**src/rtl/pmec_defines.vh**
```
`ifndef PMEC_DEFINES_VH
`define PMEC_DEFINES_VH

// ==========================================================
// Register indices
`define PMEC_ADDR_W          5
`define PMEC_DATA_W          16
`define PMEC_IDX_NP_RX       5'h08
`define PMEC_IDX_MMD_CTRL    5'h0d
`define PMEC_IDX_MMD_DATA    5'h0e
`define PMEC_IDX_PD_CFG      5'h10

// ==========================================================
// Field positions
`define PMEC_FN_HI           15
`define PMEC_FN_LO           14
`define PMEC_DEV_HI          4
`define PMEC_DEV_LO          0
`define PMEC_CFG_TXEN        15
`define PMEC_CFG_TXINT_HI    14
`define PMEC_CFG_TXINT_LO    13
`define PMEC_CFG_SINGLE      12
`define PMEC_CFG_RXMAX_HI    11
`define PMEC_CFG_RXMAX_LO    10
`define PMEC_CFG_INDEP       3

// ==========================================================
// Encodings
`define PMEC_FN_ADDR         2'h0
`define PMEC_FN_DATA         2'h1
`define PMEC_DEV_PCS         5'h03
`define PMEC_DEV_AN          5'h07
`define PMEC_SEL_0           2'h0
`define PMEC_SEL_1           2'h1
`define PMEC_SEL_2           2'h2

// ==========================================================
// Reset values
`define PMEC_RST_NP          16'h0000
`define PMEC_RST_FN          2'h0
`define PMEC_RST_DEV         5'h00
`define PMEC_RST_ADDR        16'h0000
`define PMEC_RST_BIT         1'h0
`define PMEC_RST_SEL         2'h0
`define PMEC_RD_ZERO         16'h0000

// ==========================================================
// Timing, in milliseconds and clock rate
`define PMEC_TX_INT0_MS      1000
`define PMEC_TX_INT1_MS      768
`define PMEC_TX_INT2_MS      512
`define PMEC_TX_INT3_MS      256
`define PMEC_RX_MAX0_MS      64
`define PMEC_RX_MAX1_MS      256
`define PMEC_RX_MAX2_MS      512
`define PMEC_RX_MAX3_MS      1000
`define PMEC_CLK_MHZ         250
`define PMEC_US_PER_MS       1000
`define PMEC_MS_W            10
`define PMEC_PRE_W           18

`endif

```
**src/rtl/pmec_regs.v**
```verilog
// Notes on behaviour
// - The received next page word is shown read-only with all fields zero after reset.
// - Function code 00 selects address mode, 01 data mode without post increment, 10 and 11 are reserved, reset 00.
// - The five-bit device select picks the target device (3 is the PCS, 7 auto-negotiation) and resets to zero.
// - In address mode the address/data register holds the device register address to access.
// - In data mode the address/data register reads and writes the device register at the latched address, which stays put.
// - Pulse transmit enable sends link pulses only while sleep is enabled and the port is actually asleep.
// - The transmit interval select gives 1 s, 768 ms, 512 ms or 256 ms, reset 00.
// - Single-pulse wake leaves sleep on one pulse, otherwise two pulses within the receive window are needed.
// - The receive window select gives 64 ms, 256 ms, 512 ms or 1 s between two pulses.
// - Independent mode lets each port transmit pulses alone, otherwise both ports must be asleep.
// - Sleep configuration bits return to defaults on the soft reset issued through the reset control register.
// - Without the energy detect sleep enable no sleep pulse setting has any effect.
`timescale 1ns/1ps
`default_nettype none
`include "pmec_defines.vh"

module pmec_regs #(
  parameter [17:0] CYCLES_PER_MS = `PMEC_CLK_MHZ * `PMEC_US_PER_MS
) (
  input  wire        core_clk,
  input  wire        srst,
  input  wire [4:0]  regAddr,
  input  wire [15:0] regWrData,
  input  wire        regWr,
  input  wire        regRd,
  output reg  [15:0] regRdData,
  input  wire [15:0] rxNextPage,
  input  wire        rxNextPageValid,
  input  wire        phySoftReset,
  input  wire        energySleepEnable,
  input  wire        sleepSelf,
  input  wire        sleepOther,
  input  wire        linkPulseIn,
  input  wire [15:0] mmdRdData,
  output reg  [4:0]  mmdDevice,
  output wire [15:0] mmdRegAddr,
  output wire [15:0] mmdWrData,
  output wire        mmdWr,
  output wire        mmdRd,
  output reg         txLinkPulse,
  output reg         wakeRequest
);

  // ==========================================================
  // Interval tables in milliseconds
  localparam [9:0] TX_MS0 = `PMEC_TX_INT0_MS;
  localparam [9:0] TX_MS1 = `PMEC_TX_INT1_MS;
  localparam [9:0] TX_MS2 = `PMEC_TX_INT2_MS;
  localparam [9:0] TX_MS3 = `PMEC_TX_INT3_MS;
  localparam [9:0] RX_MS0 = `PMEC_RX_MAX0_MS;
  localparam [9:0] RX_MS1 = `PMEC_RX_MAX1_MS;
  localparam [9:0] RX_MS2 = `PMEC_RX_MAX2_MS;
  localparam [9:0] RX_MS3 = `PMEC_RX_MAX3_MS;

  // ==========================================================
  // Register state
  reg [15:0] nextPageRx;
  reg [1:0]  mmdFunc;
  reg        txEnable;
  reg [1:0]  txIntSel;
  reg        singleWake;
  reg [1:0]  rxMaxSel;
  reg        indepMode;

  wire wrNp   = regWr && (regAddr == `PMEC_IDX_NP_RX);
  wire wrCtrl = regWr && (regAddr == `PMEC_IDX_MMD_CTRL);
  wire wrData = regWr && (regAddr == `PMEC_IDX_MMD_DATA);
  wire wrCfg  = regWr && (regAddr == `PMEC_IDX_PD_CFG);
  wire rdData = regRd && (regAddr == `PMEC_IDX_MMD_DATA);

  wire [15:0] winView;

  // ==========================================================
  // Received next page capture
  always @(posedge core_clk) begin
    if (srst) begin
      nextPageRx <= `PMEC_RST_NP;
    end else if (rxNextPageValid) begin
      nextPageRx <= rxNextPage;
    end
  end

  // ==========================================================
  // Access control register
  always @(posedge core_clk) begin
    if (srst) begin
      mmdFunc   <= `PMEC_RST_FN;
      mmdDevice <= `PMEC_RST_DEV;
    end else if (wrCtrl) begin
      mmdFunc   <= regWrData[`PMEC_FN_HI:`PMEC_FN_LO];
      mmdDevice <= regWrData[`PMEC_DEV_HI:`PMEC_DEV_LO];
    end
  end

  pmec_mmd_access u_mmd (
    .clk        (core_clk),
    .srst       (srst),
    .func       (mmdFunc),
    .winWr      (wrData),
    .winRd      (rdData),
    .winWrData  (regWrData),
    .mmdRdData  (mmdRdData),
    .winView    (winView),
    .mmdRegAddr (mmdRegAddr),
    .mmdWrData  (mmdWrData),
    .mmdWr      (mmdWr),
    .mmdRd      (mmdRd)
  );

  // ==========================================================
  // Sleep pulse configuration, cleared by the soft reset too
  wire cfgReset = srst || phySoftReset;

  always @(posedge core_clk) begin
    if (cfgReset) begin
      txEnable   <= `PMEC_RST_BIT;
      txIntSel   <= `PMEC_RST_SEL;
      singleWake <= `PMEC_RST_BIT;
      rxMaxSel   <= `PMEC_RST_SEL;
      indepMode  <= `PMEC_RST_BIT;
    end else if (wrCfg) begin
      txEnable   <= regWrData[`PMEC_CFG_TXEN];
      txIntSel   <= regWrData[`PMEC_CFG_TXINT_HI:`PMEC_CFG_TXINT_LO];
      singleWake <= regWrData[`PMEC_CFG_SINGLE];
      rxMaxSel   <= regWrData[`PMEC_CFG_RXMAX_HI:`PMEC_CFG_RXMAX_LO];
      indepMode  <= regWrData[`PMEC_CFG_INDEP];
    end
  end

  // ==========================================================
  // Read path
  reg [15:0] nextRdData;

  always @* begin
    nextRdData = `PMEC_RD_ZERO;
    case (regAddr)
      `PMEC_IDX_NP_RX: begin
        nextRdData = nextPageRx;
      end
      `PMEC_IDX_MMD_CTRL: begin
        nextRdData[`PMEC_FN_HI:`PMEC_FN_LO] = mmdFunc;
        nextRdData[`PMEC_DEV_HI:`PMEC_DEV_LO] = mmdDevice;
      end
      `PMEC_IDX_MMD_DATA: begin
        nextRdData = winView;
      end
      `PMEC_IDX_PD_CFG: begin
        nextRdData[`PMEC_CFG_TXEN] = txEnable;
        nextRdData[`PMEC_CFG_TXINT_HI:`PMEC_CFG_TXINT_LO] = txIntSel;
        nextRdData[`PMEC_CFG_SINGLE] = singleWake;
        nextRdData[`PMEC_CFG_RXMAX_HI:`PMEC_CFG_RXMAX_LO] = rxMaxSel;
        nextRdData[`PMEC_CFG_INDEP] = indepMode;
      end
      default: begin
        nextRdData = `PMEC_RD_ZERO;
      end
    endcase
  end

  // Data stand only in the cycle after the strobe
  always @(posedge core_clk) begin
    if (srst) begin
      regRdData <= `PMEC_RD_ZERO;
    end else begin
      regRdData <= regRd ? nextRdData : `PMEC_RD_ZERO;
    end
  end

  // ==========================================================
  // Interval selection
  reg [9:0] txLimit;
  reg [9:0] rxLimit;

  always @* begin
    case (txIntSel)
      `PMEC_SEL_0: txLimit = TX_MS0;
      `PMEC_SEL_1: txLimit = TX_MS1;
      `PMEC_SEL_2: txLimit = TX_MS2;
      default:     txLimit = TX_MS3;
    endcase
  end

  always @* begin
    case (rxMaxSel)
      `PMEC_SEL_0: rxLimit = RX_MS0;
      `PMEC_SEL_1: rxLimit = RX_MS1;
      `PMEC_SEL_2: rxLimit = RX_MS2;
      default:     rxLimit = RX_MS3;
    endcase
  end

  // ==========================================================
  // Transmit link pulses during sleep
  wire asleep   = energySleepEnable && sleepSelf;
  wire txActive = txEnable && asleep &&
                  (indepMode || sleepOther);
  wire txMsTick;
  wire txHit;

  pmec_tick_counter #(.W(`PMEC_PRE_W)) u_txPre (
    .clk   (core_clk),
    .srst  (srst),
    .clr   (!txActive),
    .en    (txActive),
    .limit (CYCLES_PER_MS),
    .hit   (txMsTick)
  );

  pmec_tick_counter #(.W(`PMEC_MS_W)) u_txMs (
    .clk   (core_clk),
    .srst  (srst),
    .clr   (!txActive),
    .en    (txMsTick),
    .limit (txLimit),
    .hit   (txHit)
  );

  always @(posedge core_clk) begin
    if (srst) begin
      txLinkPulse <= 1'b0;
    end else begin
      txLinkPulse <= txHit;
    end
  end

  // ==========================================================
  // Wake detection; the pulse input is asynchronous
  reg pulseMeta;
  reg pulseSync;
  reg pulseLast;
  reg armed;

  wire pulseEdge = pulseSync && !pulseLast;
  wire rxRun     = armed && !pulseEdge;
  wire rxMsTick;
  wire gapHit;

  always @(posedge core_clk) begin
    if (srst) begin
      pulseMeta <= 1'b0;
      pulseSync <= 1'b0;
      pulseLast <= 1'b0;
    end else begin
      pulseMeta <= linkPulseIn;
      pulseSync <= pulseMeta;
      pulseLast <= pulseSync;
    end
  end

  // Window restarts at every pulse so the gap is measured pulse to pulse
  pmec_tick_counter #(.W(`PMEC_PRE_W)) u_rxPre (
    .clk   (core_clk),
    .srst  (srst),
    .clr   (!rxRun),
    .en    (rxRun),
    .limit (CYCLES_PER_MS),
    .hit   (rxMsTick)
  );

  pmec_tick_counter #(.W(`PMEC_MS_W)) u_rxMs (
    .clk   (core_clk),
    .srst  (srst),
    .clr   (!rxRun),
    .en    (rxMsTick),
    .limit (rxLimit),
    .hit   (gapHit)
  );

  always @(posedge core_clk) begin
    if (srst) begin
      armed       <= 1'b0;
      wakeRequest <= 1'b0;
    end else begin
      wakeRequest <= 1'b0;
      if (!asleep) begin
        armed <= 1'b0;
      end else if (pulseEdge) begin
        if (singleWake || armed) begin
          wakeRequest <= 1'b1;
          armed       <= 1'b0;
        end else begin
          armed <= 1'b1;
        end
      end else if (gapHit) begin
        armed <= 1'b0;
      end
    end
  end

endmodule

`default_nettype wire

```
**src/rtl/pmec_tick_counter.v**
```verilog
`timescale 1ns/1ps
`default_nettype none

// ==========================================================
// Wrapping counter; hit marks the last count of each period
module pmec_tick_counter #(
  parameter W = 10
) (
  input  wire         clk,
  input  wire         srst,
  input  wire         clr,
  input  wire         en,
  input  wire [W-1:0] limit,
  output wire         hit
);

  reg [W-1:0] count;

  assign hit = en && (count == limit - 1'b1);

  always @(posedge clk) begin
    if (srst || clr) begin
      count <= {W{1'b0}};
    end else if (en) begin
      count <= hit ? {W{1'b0}} : count + 1'b1;
    end
  end

endmodule

`default_nettype wire

```
**src/rtl/pmec_mmd_access.v**
```verilog
`timescale 1ns/1ps
`default_nettype none
`include "pmec_defines.vh"

// ==========================================================
// Indirect window into the manageable device space
module pmec_mmd_access (
  input  wire        clk,
  input  wire        srst,
  input  wire [1:0]  func,
  input  wire        winWr,
  input  wire        winRd,
  input  wire [15:0] winWrData,
  input  wire [15:0] mmdRdData,
  output wire [15:0] winView,
  output reg  [15:0] mmdRegAddr,
  output reg  [15:0] mmdWrData,
  output reg         mmdWr,
  output reg         mmdRd
);

  wire isAddr = (func == `PMEC_FN_ADDR);
  wire isData = (func == `PMEC_FN_DATA);

  // Reserved function codes open no access and read zero
  assign winView = isAddr ? mmdRegAddr :
                   isData ? mmdRdData : `PMEC_RD_ZERO;

  always @(posedge clk) begin
    if (srst) begin
      mmdRegAddr <= `PMEC_RST_ADDR;
      mmdWrData  <= `PMEC_RST_ADDR;
      mmdWr      <= 1'b0;
      mmdRd      <= 1'b0;
    end else begin
      mmdWr <= winWr && isData;
      mmdRd <= winRd && isData;
      if (winWr && isAddr) begin
        mmdRegAddr <= winWrData;
      end
      if (winWr && isData) begin
        mmdWrData <= winWrData;
      end
    end
  end

endmodule

`default_nettype wire

```
**config.mk**
```make
export PLATFORM = sky130hd
export DESIGN_NAME = pmec_regs
export DESIGN_NICKNAME = d
export VERILOG_FILES = /design/src/rtl/pmec_regs.v /design/src/rtl/pmec_tick_counter.v /design/src/rtl/pmec_mmd_access.v
export VERILOG_INCLUDE_DIRS = /design/src /design/src/rtl
export SDC_FILE = /design/constraint.sdc
export NUM_CORES = 1
export LEC_CHECK = 0
export ABC_AREA = 1
export BUFFER_PORTS_ARGS = -buffer_cell sky130_fd_sc_hd__clkbuf_2
export CAP_MARGIN = 0
export CORE_MARGIN = 3
export CORE_UTILIZATION = 45
export CTS_CLUSTER_SIZE = 28
export DETAILED_ROUTE_END_ITERATION = 7
export GPL_ROUTABILITY_DRIVEN = 0
export HOLD_SLACK_MARGIN = 0.15
export PLACE_DENSITY = 0.78
export REMOVE_ABC_BUFFERS = 1
export SYNTH_ARGS = -nofsm -noshare
export SYNTH_HDL_FRONTEND = slang
export SYNTH_SLANG_ARGS = --single-unit
```
**constraint.sdc**
```tcl
create_clock -name core_clk -period 1.87 [get_ports core_clk]
set_input_delay 0.2805 -clock core_clk [delete_from_list [all_inputs] [get_ports core_clk]]
set_output_delay 0.2805 -clock core_clk [all_outputs]
set_load 0.02 [all_outputs]
```
==> flow_summary.yaml <==
critical_path:
  cp_slowest_stage_delay_ns: 0.35
  worst-setup-path-type: "reg -> reg"
  cp_top_family: "simple AND/OR/NAND/NOR gates"
  worst-path-max-fanout: 6
  critPathCaptureType: "register"
  crit_arrival_ns: 1.94
  critPathRequiredTime_ns: 2.18
  critPathBufInv: 1
  path_cells: "ha_1 > nand2_1 > nor2_2 > inv_1 > nor2_4 > nand2_1 > nor2_1 > nand2_1 > nand2_1 > nor2_1"
  critPathSlowestCell: "dfxtp_1"
  worstSetupStartpointType: "register"
  path_common_cell: "nand2_1"
logic_synthesis:
  synth_top_area_share: 0.435
  ys_ff_latch: 142
  yosys_warnings: 0
  async_flop_share: 0
  synth_top_area_cell: "dfxtp_1"
  syn_area_per_cell_sq_um: 6.96
  yosys-top-cells-area: "dfxtp_1, nand2_1, nor2_1, inv_1, a21oi_1"
  synth.distinct_cells: 39
  synthFlopType: "dfxtp_1"
  syn-cell-area_sq_um: 6540
  synth_edf_count: 0
  synth_common_cells: "nand2_1, dfxtp_1, nor2_1"
  syn_inst: 940
  ys_seq_area_frac: 0.435
  yosysMostFrequentCell: "nand2_1"
die:
  num_io_pins: 120
  dieArea_sq_um: 16000
  start_util: 0.466
  fp.dieH_microns: 127
  fp.dieW_microns: 127
  rows: 43
  core_sq_um: 14000
clock_network:
  cts_sinks: 142
  cts_setup_buffers: 0
  cts_tree: "yes"
  cts_buffer_depth: 2
  htreeDepth: 4
  clock_latency_ns: 0.42
  clkTransAtPathRegs_ns: 0.06
  cts_root_buf: "clkbuf_16"
  numCtsBuffers: 17
grt:
  grt_start_max_net_pins: 42
  antenna_found_initial: 0
  grtUsageTotal: 0.224
  gr-total-overflow: 0
  grt_pass1_wl_mm: 28.8
  grt_pass1_vias: 6009
flow_run:
  cap_violations: 0
final_layout:
  fillCellCount: 1273
  final_nets: 1157
  n_antenna_cell: 0
  syn_to_final_growth_pct: 25.6
  multi_input_area_sq_um: 3080
  final-seq-area_sq_um: 2840
  drive_above_1_share: 0.186
sta:
  finalHoldViolCount: 0
  finalMaxSlewViolations: 0
  setup_viol: 0
  finalCritPeriodShare: 0.872
  max_freq_mhz: 614
  tightest_slew_ns: 0.538
  skew_ns: 0.00669
  slew_headroom: 0.640
  finalSetupTns_ns: 0
  period_minus_slack_ns: 1.63
  rsz0062_at_grt: "false"
power:
  ir_drop_uv: 643
  leakage_uw: 0.00369
  total_power_uw: 7160
  pwr_density_cell_nw_per_um2: 872
route:
  postRouteAntennaNets: 0
  viasPerCell: 5.14
  drt_pass1_iterations: 5
  drt_iter0_drc: 584
  totalWireLength_mm: 18.0
  drc: 0
  wire_per_inst_microns: 14.1
  route.vias.total: 6599
outcome:
  status: "completed"
hold_path:
  hold_class: "in -> reg"
placed_design:
  dpl.hpwl_mm: 13.0
  port-buffer-count: 119
sequential cells by signal, indices dropped and copies added, names as in the netlist, 2 cells and up:
register	flops
mmdDevice	5
mmdFunc	2
nextPageRx	16
regRdData	16
rxMaxSel	2
txIntSel	2
u_mmd.mmdRegAddr	16
u_mmd.mmdWrData	16
u_rxMs.count	10
u_rxPre.count	18
u_txMs.count	10
u_txPre.count	18
power breakdown:
group | internal, uW | leakage (uW) | switching [uW]
registers | 3060 | 0.00115 | 18.8
logic | 128 | 0.00223 | 172
clock network | 2440 | 0.000312 | 1340
total | 5630 | 0.00369 | 1530
path summary, 6_finish.rpt:
| kind | start | end | slack [ns] | cells past startpoint |
|---|---|---|---|---|
| worst max-delay path | u_rxPre.count[0] | u_rxMs.count[1] | 0.24 | 10 |
| worst max register to register | u_rxPre.count[0] | u_rxMs.count[1] | 0.24 | 10 |
| worst min-delay path | regWrData[15] | txEnable | 0.16 | 3 |
| worst min register to register | pulseMeta | pulseSync | 0.40 | 2 |
metrics by stage:
step                      hold slack (ns)  setup WS, ns  std cells  instance area, sq um  utilization
after floorplan                     0.352        0.0939        914                  6390            -
after global placement              0.391         0.242       1229                  7330        0.522
after detailed placement            0.395         0.206       1229                  7330        0.522
after CTS                           0.150         0.215       1283                  8210        0.585
after global routing                0.158        0.0327       1283                  8220        0.585
final                               0.164         0.240       1283                  8220        0.585
cell usage in the layout (no fill, tap or decap), drive strengths merged, types with 17 or more instances in the layout:
| cell | n |
|---|---|
| nand2 | 208 |
| nor2 | 147 |
| dfxtp | 142 |
| clkbuf | 138 |
| inv | 125 |
| o21ai | 82 |
| a21oi | 78 |
| nand3 | 63 |
| dlygate4sd3 | 22 |
| nor3 | 19 |
| nand4 | 17 |
worst reg2reg max path, delay by kind of cell, from the launching register on:
family	cells	cell delay (ns)
AND/OR/NAND/NOR	8	0.91
flip-flops	1	0.35
adder cells (fa/ha/maj)	1	0.17
buffers and inverters	1	0.10
per-layer routing:
layer  vias up  wire length, microns  part of all wire  track usage
li1       3321                     -                 -            -
met1      3020                  8040              0.45        0.295
met2       220                  8410              0.47        0.355
met3        38                  1150             0.064       0.0547
met4         0                   445             0.025       0.0839
met5         -                     0                 0            0
what timing repair did:
item                       CTS  global route
gates resized for setup      0             1
hold buffers                22             0
hold endpoints to repair    32             0
setup endpoints to repair    0             1
cells by family after synthesis:
kind of cell	after synthesis	share of synthesized area
AOI/OAI and AO/OA	171	0.136
xor gates and xnor gates	7	0.00937
adders and majority gates	4	0.00765
buffers and inverters	152	0.0958
DFF	142	0.435
and+or+nand+nor	464	0.316
area by class of cell:
| cell class | instances | area share |
|---|---|---|
| clock buffer | 19 | 0.0551 |
| multi-input combinational | 646 | 0.374 |
| clock inverter | 13 | 0.0257 |
| inverter | 126 | 0.0576 |
| sequential | 142 | 0.346 |
| tap | 180 | 0.0274 |
| timing repair buffer | 157 | 0.114 |
(Power assumes the default switching activity.)
